<file path="src/rtl/ifc_defines.vh">
/*
  Constants of the interrupt flag, edge select and supply monitor block:
  register indices, field positions, write masks and timing counts.
  Assumes a single 250 MHz clock and a byte wide special register port.
*/
`ifndef IFC_DEFINES_VH
`define IFC_DEFINES_VH

// ----------------------------------------------------------------
// Register indices on the special register port
// ----------------------------------------------------------------
`define IFC_IDX_LVD_CONTROL 4'h0
`define IFC_IDX_EDGE_SELECT 4'h1
`define IFC_IDX_PRIMARY_0 4'h2
`define IFC_IDX_PRIMARY_1 4'h3
`define IFC_IDX_PRIMARY_2 4'h4
`define IFC_IDX_PRIMARY_3 4'h5
`define IFC_IDX_MULTI_0 4'h6
`define IFC_IDX_MULTI_3 4'h9
`define IFC_IDX_MULTI_9 4'hf

// ----------------------------------------------------------------
// Reset values and implemented bit masks
// ----------------------------------------------------------------
`define IFC_RESET_VALUE 8'h00
`define IFC_MASK_FULL 8'hff
`define IFC_MASK_LVD_CONTROL 8'h17
`define IFC_MASK_PRIMARY_0 8'h7f
`define IFC_MASK_MULTI_2 8'h33
`define IFC_MASK_MULTI_HIGH 8'h77

// ----------------------------------------------------------------
// Field positions
// ----------------------------------------------------------------
`define IFC_LVD_OUT_BIT 5
`define IFC_LVD_EN_BIT 4
`define IFC_LVD_CODE_MSB 2
`define IFC_GLOBAL_EN_BIT 0
`define IFC_LV_FLAG_BIT 4

// ----------------------------------------------------------------
// Edge select codes
// ----------------------------------------------------------------
`define IFC_EDGE_OFF 2'h0
`define IFC_EDGE_RISE 2'h1
`define IFC_EDGE_FALL 2'h2
`define IFC_EDGE_BOTH 2'h3

// ----------------------------------------------------------------
// Timing
// ----------------------------------------------------------------
`define IFC_CLK_MHZ 250
`define IFC_LVD_IRQ_DELAY_NS 120
`define IFC_LVD_IRQ_DELAY_CYC ((`IFC_LVD_IRQ_DELAY_NS * `IFC_CLK_MHZ + 999) / 1000)

`endif

</file>
<file path="src/rtl/ifc_irq_ctrl.v">
/*
  Interrupt request and enable register bank with external pin edge
  select and the digital side of the supply monitor.
  Assumes a byte wide special register port on ref_clk, event pulses from
  peripherals on ref_clk, and asynchronous pins and comparator output.
*/
// How it works
// - Per pin code 00 off, 01 rising, 10 falling, 11 both edges.
// - Edge select holds pin3..pin0 fields high to low, reset zero.
// - Each source has hardware set flag and software enable bit.
// - Primary 0: group6 flag, pin1, pin0 flags, their enables, global enable.
// - Primary 1: converter, group 1, 0, 7 flags over matching enables.
// - Primary 2: group 3, 9, 8, 2 flags over matching enables.
// - Primary 3: group 5, 4, pin3, pin2 flags over matching enables.
// - Groups 0, 1, 4 hold two timers' flags; group 2 one timer.
// - Group 3 holds serial, SPI, EEPROM, low supply flags; low supply bit 4.
// - Groups 5 to 9 use flags 6..4 and enables 2..0.
// - Three bit threshold code in control bits 2..0.
// - Control bit 4 enables the supply monitor.
// - Bit 5 read only monitor output; bits 7, 6, 3 read zero.
// - Sleep turns the monitor off whatever its enable.
// - Low supply flag sets a fixed delay after output goes high.
// - Low supply interrupt wakes from idle unless flag already set.
// - Output may chatter near threshold; delay restarts on each drop.
// - Flag one means pending; enable one means enabled.
// - All primary register bits reset to zero.
`timescale 1ns/100ps
`default_nettype none
`include "ifc_defines.vh"

module ifc_irq_ctrl #(
  parameter integer LVD_IRQ_DELAY_CYC = `IFC_LVD_IRQ_DELAY_CYC
) (
  input wire ref_clk,
  input wire reset,
  input wire [3:0] sfr_addr,
  input wire sfr_write,
  input wire [7:0] sfr_wdata,
  output reg [7:0] sfr_rdata,
  input wire [3:0] external_irq_pins,
  input wire converter_event,
  input wire [39:0] group_events,
  input wire low_supply_raw,
  input wire sleep_mode,
  input wire idle_mode,
  output reg irq_pending,
  output reg monitor_power_on,
  output reg [2:0] supply_threshold_code,
  output reg idle_wake
);

  // ----------------------------------------------------------------
  // Storage
  // ----------------------------------------------------------------
  reg [7:0] regs [0:15];
  reg [3:0] pin_sync1;
  reg [3:0] pin_sync2;
  reg [3:0] pin_prev;
  reg lvd_sync1;
  reg lvd_sync2;
  reg [31:0] lvd_count;
  reg lvd_fired;
  wire [3:0] pin_hit;
  wire [9:0] group_pending;
  wire [7:0] ext_edge_select;
  wire monitor_active;
  wire low_supply_output_flag;
  wire lvd_set;
  wire [7:0] set_bits [0:15];
  wire [7:0] masks [0:15];

  assign ext_edge_select = regs[`IFC_IDX_EDGE_SELECT];
  assign monitor_active = regs[`IFC_IDX_LVD_CONTROL][`IFC_LVD_EN_BIT] & ~sleep_mode;
  assign low_supply_output_flag = monitor_active & lvd_sync2;

  // ----------------------------------------------------------------
  // Pin synchronisers and edge detection
  // ----------------------------------------------------------------
  always @(posedge ref_clk or posedge reset) begin
    if (reset) begin
      pin_sync1 <= 4'h0;
      pin_sync2 <= 4'h0;
      pin_prev <= 4'h0;
      lvd_sync1 <= 1'b0;
      lvd_sync2 <= 1'b0;
    end else begin
      pin_sync1 <= external_irq_pins;
      pin_sync2 <= pin_sync1;
      pin_prev <= pin_sync2;
      lvd_sync1 <= low_supply_raw;
      lvd_sync2 <= lvd_sync1;
    end
  end

  genvar p;
  generate
    for (p = 0; p < 4; p = p + 1) begin : g_pin
      wire [1:0] pin_edge_select = ext_edge_select[2*p+1:2*p];
      wire rise = pin_sync2[p] & ~pin_prev[p];
      wire fall = ~pin_sync2[p] & pin_prev[p];
      assign pin_hit[p] = (pin_edge_select == `IFC_EDGE_RISE) ? rise :
                          (pin_edge_select == `IFC_EDGE_FALL) ? fall :
                          (pin_edge_select == `IFC_EDGE_BOTH) ? (rise | fall) :
                          1'b0;
    end
  endgenerate

  // ----------------------------------------------------------------
  // Supply monitor interrupt delay
  // ----------------------------------------------------------------
  assign lvd_set = low_supply_output_flag & ~lvd_fired &
                   (lvd_count >= LVD_IRQ_DELAY_CYC - 1);

  always @(posedge ref_clk or posedge reset) begin
    if (reset) begin
      lvd_count <= 32'h0;
      lvd_fired <= 1'b0;
    end else if (!low_supply_output_flag) begin
      lvd_count <= 32'h0;
      lvd_fired <= 1'b0;
    end else begin
      if (lvd_count < LVD_IRQ_DELAY_CYC - 1) begin
        lvd_count <= lvd_count + 32'h1;
      end
      if (lvd_set) begin
        lvd_fired <= 1'b1;
      end
    end
  end

  // ----------------------------------------------------------------
  // Hardware set sources per register
  // ----------------------------------------------------------------
  genvar m;
  generate
    for (m = 0; m < 10; m = m + 1) begin : g_group
      wire [7:0] cur = regs[`IFC_IDX_MULTI_0 + m];
      assign group_pending[m] = |(cur[7:4] & cur[3:0]);
      if (m == 3) begin : g_lv
        assign set_bits[`IFC_IDX_MULTI_0 + m] =
          {group_events[4*m+3:4*m+1], lvd_set, 4'h0};
      end else begin : g_plain
        assign set_bits[`IFC_IDX_MULTI_0 + m] = {group_events[4*m+3:4*m], 4'h0};
      end
      assign masks[`IFC_IDX_MULTI_0 + m] = (m == 2) ? `IFC_MASK_MULTI_2 :
                                           (m >= 5) ? `IFC_MASK_MULTI_HIGH :
                                           `IFC_MASK_FULL;
    end
  endgenerate

  assign set_bits[`IFC_IDX_LVD_CONTROL] = 8'h00;
  assign set_bits[`IFC_IDX_EDGE_SELECT] = 8'h00;
  assign set_bits[`IFC_IDX_PRIMARY_0] =
    {1'b0, group_pending[6], pin_hit[1], pin_hit[0], 4'h0};
  assign set_bits[`IFC_IDX_PRIMARY_1] =
    {converter_event, group_pending[1], group_pending[0], group_pending[7], 4'h0};
  assign set_bits[`IFC_IDX_PRIMARY_2] =
    {group_pending[3], group_pending[9], group_pending[8], group_pending[2], 4'h0};
  assign set_bits[`IFC_IDX_PRIMARY_3] =
    {group_pending[5], group_pending[4], pin_hit[3], pin_hit[2], 4'h0};
  assign masks[`IFC_IDX_LVD_CONTROL] = `IFC_MASK_LVD_CONTROL;
  assign masks[`IFC_IDX_EDGE_SELECT] = `IFC_MASK_FULL;
  assign masks[`IFC_IDX_PRIMARY_0] = `IFC_MASK_PRIMARY_0;
  assign masks[`IFC_IDX_PRIMARY_1] = `IFC_MASK_FULL;
  assign masks[`IFC_IDX_PRIMARY_2] = `IFC_MASK_FULL;
  assign masks[`IFC_IDX_PRIMARY_3] = `IFC_MASK_FULL;

  // ----------------------------------------------------------------
  // Register bank: hardware set wins over a software write
  // ----------------------------------------------------------------
  genvar r;
  generate
    for (r = 0; r < 16; r = r + 1) begin : g_reg
      localparam [3:0] REG_IDX = r;
      wire hit = sfr_write & (sfr_addr == REG_IDX);
      wire [7:0] next_value = ((hit ? sfr_wdata : regs[r]) | set_bits[r]) & masks[r];
      always @(posedge ref_clk or posedge reset) begin
        if (reset) begin
          regs[r] <= `IFC_RESET_VALUE;
        end else begin
          regs[r] <= next_value;
        end
      end
    end
  endgenerate

  // ----------------------------------------------------------------
  // Outputs and read data
  // ----------------------------------------------------------------
  wire [7:0] p0 = regs[`IFC_IDX_PRIMARY_0];
  wire [7:0] p1 = regs[`IFC_IDX_PRIMARY_1];
  wire [7:0] p2 = regs[`IFC_IDX_PRIMARY_2];
  wire [7:0] p3 = regs[`IFC_IDX_PRIMARY_3];
  wire next_irq_pending = p0[`IFC_GLOBAL_EN_BIT] &
    (|(p0[6:4] & p0[3:1]) | |(p1[7:4] & p1[3:0]) |
     |(p2[7:4] & p2[3:0]) | |(p3[7:4] & p3[3:0]));
  wire [7:0] next_rdata = (sfr_addr == `IFC_IDX_LVD_CONTROL) ?
    (regs[sfr_addr] | {2'b00, low_supply_output_flag, 5'h00}) : regs[sfr_addr];

  always @(posedge ref_clk or posedge reset) begin
    if (reset) begin
      sfr_rdata <= 8'h00;
      irq_pending <= 1'b0;
      monitor_power_on <= 1'b0;
      supply_threshold_code <= 3'h0;
      idle_wake <= 1'b0;
    end else begin
      sfr_rdata <= next_rdata;
      irq_pending <= next_irq_pending;
      monitor_power_on <= monitor_active;
      supply_threshold_code <= regs[`IFC_IDX_LVD_CONTROL][`IFC_LVD_CODE_MSB:0];
      idle_wake <= idle_mode & lvd_set &
                   ~regs[`IFC_IDX_MULTI_3][`IFC_LV_FLAG_BIT];
    end
  end

endmodule // ifc_irq_ctrl
`default_nettype wire

</file>
<file path="config.mk">
export PLATFORM = sky130hd
export DESIGN_NAME = ifc_irq_ctrl
export DESIGN_NICKNAME = d
export VERILOG_FILES = /design/src/rtl/ifc_irq_ctrl.v
export VERILOG_INCLUDE_DIRS = /design/src /design/src/rtl
export SDC_FILE = /design/constraint.sdc
export NUM_CORES = 1
export LEC_CHECK = 0
export ABC_AREA = 1
export BUFFER_PORTS_ARGS = -buffer_cell sky130_fd_sc_hd__buf_2
export CAP_MARGIN = 20
export CORE_MARGIN = 5
export CORE_UTILIZATION = 50
export DETAILED_ROUTE_END_ITERATION = 7
export PLACE_DENSITY = 0.69
export SKIP_LAST_GASP = 1
export SLEW_MARGIN = 20
export SYNTH_ARGS = -nofsm -noshare
export SYNTH_HDL_FRONTEND = slang
export SYNTH_SLANG_ARGS = --single-unit
</file>
<file path="constraint.sdc">
create_clock -name ref_clk -period 14.1 [get_ports ref_clk]
set_clock_uncertainty 0.05 [all_clocks]
set_input_delay 3.525 -clock ref_clk [delete_from_list [all_inputs] [get_ports ref_clk]]
set_output_delay 3.525 -clock ref_clk [all_outputs]
set_load 0.02 [all_outputs]
</file>
### Word level (Yosys, flattened, before mapping)

Cells that the tools add are included.

| operators by class | value |
|---|---|
| equal/unequal tests | 29 |
| reductions and logical operators | 15 |
| bitwise logic cells | 79 |
| add/subtract/negate cells | 1 |
| $lt $le $gt $ge | 3 |
| multiplexer cells | 34 |

Operators by type and width:

| kind | count |
|---|---|
| two-way mux 8 bit | 10 |
| two-way mux 32 bit | 2 |
| bitwise OR 8 bit | 7 |
| OR reduction 4 bit | 13 |
| two-way mux 7 bit | 6 |
| bitwise OR 7 bit | 6 |
| adder 32 x 1 -> 32 bit, second input constant | 1 |
| binary-select mux 8 bit (select 4 bit) | 1 |
| equality test 4 bit, second input constant | 8 |
| >= comparator 32 x 5 -> 1 bit, second input constant | 1 |
| less-than comparator 32 x 5 -> 1 bit, second input constant | 1 |
| bitwise AND 1 bit | 31 |
| bitwise AND 4 bit | 7 |
| bitwise AND 3 bit | 6 |
| equality test 2 bit, second input constant | 8 |
| equality test 4 x 3 -> 1 bit, second input constant | 4 |
| two-way mux 1 bit | 14 |
| NOT 1 bit | 11 |
| equality test 2 x 1 -> 1 bit, second input constant | 4 |
| equality test 4 x 2 -> 1 bit, second input constant | 2 |
| bitwise OR 8 x 6 -> 8 bit | 1 |
| bitwise OR 1 bit | 7 |
| two-way mux 6 bit | 1 |
| bitwise OR 6 bit | 1 |
| 7 further kinds | 8 |

| storage, ports and cells | value |
|---|---|
| flip-flop bits (word level) | 170 |
| bits of input ports | 63 |
| output and inout port bits | 14 |

### Logic depth before layout (Yosys ltp)

| depth | value |
|---|---|
| word-level depth | 7 |
| depth in mapped cells | 9 |

### Worst setup path before layout

OpenSTA, ideal clock, no wires.

| path | value |
|---|---|
| path type | input-to-reg |
| from | input sfr_addr[2] |
| to | register regs, in the netlist p0[4] |
| setup slack | 9.526 ns |
| data arrival time | 4.387 ns |
| library setup time | 0.138 ns |
| data required time | 13.912 ns |
| stages on the path | 6 |
| path buffers | 2 |
| cell sequence | nor2_1 > clkbuf_1 > nand2_1 > buf_2 > nand2_1 > o221ai_1 |

| between the ends | value |
|---|---|
| word-level cells in the longest chain between the ends | 4 |

RTL lines:

| what | line | text |
|---|---|---|
| from (decl) | ifc_irq_ctrl.v:36 | `input wire [3:0] sfr_addr,` |
| equality test 4 x 2 -> 1 bit | ifc_irq_ctrl.v:175 | `wire hit = sfr_write & (sfr_addr == REG_IDX);` |
| bitwise AND 1 bit | ifc_irq_ctrl.v:175 |  |
| two-way mux 7 bit | ifc_irq_ctrl.v:176 | `wire [7:0] next_value = ((hit ? sfr_wdata : regs[r]) \| set_bits[r]) & masks[r];` |
| bitwise OR 7 bit | ifc_irq_ctrl.v:176 |  |
| net g_reg[2].next_value[4] | ifc_irq_ctrl.v:176 |  |
| to (signal, indexed assignment) | ifc_irq_ctrl.v:179 | `` regs[r] <= `IFC_RESET_VALUE; `` |
| to (signal, indexed assignment) | ifc_irq_ctrl.v:181 | `regs[r] <= next_value;` |
| to (decl) | ifc_irq_ctrl.v:55 | `reg [7:0] regs [0:15];` |

The timed path passes the listed nets, and every way through them passes these cells.
A chain may end at the register's enable or synchronous reset.

### Worst setup path in the final report

| path | value |
|---|---|
| from | input sfr_addr[2] |
| to | register regs, in the netlist p3[4] |

| between the ends | value |
|---|---|
| word-level cells in the longest chain between the ends | 4 |

RTL lines:

| what | line |
|---|---|
| equality test 4 x 3 -> 1 bit | ifc_irq_ctrl.v:175 |
| bitwise AND 1 bit | ifc_irq_ctrl.v:175 |
| two-way mux 8 bit | ifc_irq_ctrl.v:176 |
| bitwise OR 8 bit | ifc_irq_ctrl.v:176 |
| net g_reg[5].next_value[4] | ifc_irq_ctrl.v:176 |

The timed path passes the listed nets, and every way through them passes these cells.

==> summary.txt <==
Synth
  • Synth warn: 0
  • Synth Flop Type: dfrtp_1
  • Most frequent cell after synthesis: nand2_1
  • Syn_area_per_cell: 8.31 um2
  • Synth Net Count: roughly 1000
  • Synth area leaders: dfrtp_1 (55%), nand2_1 (14%), o21ai_0 (6.8%), inv_1 (5.3%), nor2_1 (3.5%)
  • Area fraction of the dominant cell type after synthesis: 55.4%
  • Cell taking the most area after synthesis: dfrtp_1
  • Synth Register Bits: 170
  • Synth cell count leaders: nand2_1 (282), dfrtp_1 (170), inv_1 (108)
  • Asr flop ratio synth: 100%
  • Post-Syn Area: 7680 um2
  • Post-synth EDFFs: 0
  • Seq/Total Area, Yosys: 55.4%
  • Mapped Cells: between 900 and 1000
  • Synth unique cells: 29

Detailed routing
  • Vias: 6360
  • Wire per inst: 16.9 um
  • DRT Wirelength: 20.1 mm
  • First DRT Iteration DRCs: a little under 700
  • DRC viols: 0
  • Initial DRT Pass Iterations: 5
  • Via-to-Cell Ratio: roughly 5.4
  • ANT nets after route: 0

Place
  • RePlAce Congestion: ~0.93
  • Placed cell area: 8170 um2
  • Final HPWL DP: 14.0 mm
  • Port buffer count: 68

Setup path
  • Critical Setup Path Class: in -> reg
  • Max FO, Critical Path: 12
  • Crit path DAT: 5.72 ns
  • Kind of start point of the critical path: input pin
  • Worst endpoint required time: 14.36 ns
  • Crit path max-delay family: simple AND/OR/NAND/NOR gates
  • R2R Path Start: regs[124]$_DFFE_PP0P_
  • Worst path buffer plus inverter count: 4
  • Crit-path max cell delay: just under 0.8 ns
  • CP max-delay cell: nor2_1
  • Worst path cell trace: buf_2 -> inv_1 -> nor2_1 -> inv_1 -> nor2_1 -> inv_2 -> a21oi_1 -> nand2_1
  • Worst Setup SP: sfr_addr[2]
  • CP Capture Type: flip-flop

Timing
  • Worst relative slew slack: 34.4%
  • Endpoints failing hold: 0
  • Slew Limit Fails: 0
  • Peak Freq: 183 MHz
  • Final setup TNS: 0 ns
  • Final period utilization: between 30% and 40%
  • Minimum clock period: between 5 and 6 ns
  • # setup viols final: 0
  • RSZ-0062 raised after global routing: false
  • Worst-margin pin slew: 0.983 ns

Global routing
  • Remaining Overflow, GRT: 0
  • Number of global-route vias before repair: 6096
  • Pin count of the biggest net entering global routing: 94
  • First-pass GRT wire length: 32.7 mm
  • Initial antenna violation count: 0
  • Gr usage total: 23.5%

Clock tree
  • Skew-Pair Late Insertion Delay: 0.43 ns
  • Clk sinks: 170
  • CTS Buf Count: 17
  • CTS Hold Bufs: 0
  • Clock transition at path regs: 0.06 ns
  • Clock Tree Buf Depth: 2
  • CTS root buffer: clkbuf_16
  • H-tree levels: 4
  • Post-CTS Setup Bufs: 0
  • Post-CTS Resized: 0
  • CTS tree: yes

Layout
  • Synthesis-to-layout area growth: 13.7%
  • Finished Cell Area: 8740 um2
  • Final net count: 1061
  • Share of cells above drive strength 1: 12.1%
  • # diodes: 0

Power
  • Leak: approximately 4.4 nW
  • Cell Pwr Density: 135 nW/um2
  • Maximum vdd drop: 89.0 uV

Min path
  • Type of the most critical hold path: reg -> reg
  • Hold Path Origin: pin_sync1[1]$_DFF_PP0_

Die
  • Row count: 45
  • Ports: 77
  • Effective utilization at floorplan: 50.7%
  • Die width: between 100 and 150 um
  • Core area: 15100 um2
  • Die Area: 17900 um2
  • Die Y: 134 um

Run status
  • Status: completed

Flow run
  • Max cap viols: 0
## state kept, by name, indices dropped and copies added (netlist names), 3 cells and up
register               count
p1                         8
g_group.cur               66
lvd_count                 32
pin_sync2                  4
p0                         7
p2                         8
supply_threshold_code      3
p3                         8
regs                       4
sfr_rdata                  8
pin_prev                   4
pin_sync1                  4
ext_edge_select            8
## power breakdown
group          switching [mW]  internal [mW]  total (mW)
Combinational           0.104         0.0535       0.158
Sequential             0.0352          0.539       0.574
Clock                   0.193          0.256       0.449
## layout make-up
| type | instances | area (um2) |
|---|---|---|
| Sequential cell | 170 | 4250 |
| Clock inverter | 11 | 96.3 |
| Clock buffer | 21 | 470 |
| Multi-Input combinational cell | 612 | 2880 |
| Inverter | 116 | 440 |
| Fill cell | 1411 | 6410 |
| Timing Repair Buffer | 70 | 355 |
| Tap cell | 188 | 235 |
## stage by stage
| stage | total power [mW] | worst slack, ns | hold slack, ns | util (%) | std cells |
|---|---|---|---|---|---|
| floorplan | 0.678 | 5.92 | 0.281 | - | 925 |
| global placement | 0.735 | 8.27 | 0.283 | 53.9 | 1156 |
| detailed placement | 0.739 | 8.24 | 0.285 | 53.9 | 1156 |
| CTS | 1.19 | 8.68 | 0.299 | 57.7 | 1188 |
| global route | 1.24 | 8.45 | 0.303 | 57.7 | 1188 |
| finish | 1.18 | 8.64 | 0.298 | 57.7 | 1188 |
## cell usage in the layout, fill, tap and decap left out, drive strengths merged
cell type  instances
a211o              3
a21oi             39
a221oi             1
a22o               2
a22oi              4
a32oi              2
buf               70
bufinv             1
clkbuf            21
clkinv             8
clkinvlp           2
dfrtp            170
ha                11
inv              116
nand2            282
nand3             28
nand3b            10
nand4             19
nor2              80
nor3               1
nor3b              1
o2111ai            2
o211ai             4
o21ai            109
o221ai             3
o22ai              6
o2bb2ai            1
xor2               4
## metal layers
metal / track usage, % / vias up / part of all wire, %
met1: 32.6 / 2995 / 44
met3: 4.39 / 30 / 7.1
li1: - / 3091 / -
met4: 8.17 / 0 / 2.0
met2: 37.5 / 244 / 47
met5: 0 / - / 0
## worst paths after layout
check / to / slack [ns] / cells after the start
max in group asynchronous: lvd_count[3]$_DFFE_PP0P_ / 9.34 / 3
setup / recovery: p3[4]$_DFF_PP0_ / 8.64 / 8
setup reg to reg: idle_wake$_DFF_PP0_ / 11.73 / 6
hold reg to reg: pin_sync2[1]$_DFF_PP0_ / 0.30 / 0
hold / removal: pin_sync2[1]$_DFF_PP0_ / 0.30 / 0
min in group asynchronous: g_group[4].cur[4]$_DFF_PP0_ / 3.19 / 2
## logic make-up (layout without fill, tap and decap cells)
| kind of cell | count (synthesis) | after routing | synth area share, % |
|---|---|---|---|
| and+or+nand+nor | 421 | 421 | 22.7 |
| AOI/OAI and AO/OA | 176 | 176 | 12.5 |
| DFF | 170 | 170 | 55.4 |
| buffers and inverters | 143 | 218 | 7.13 |
| adders and majority gates | 11 | 11 | 1.79 |
| xor gates and xnor gates | 4 | 4 | 0.456 |
Note: power is estimated with default switching activity, not from simulation.
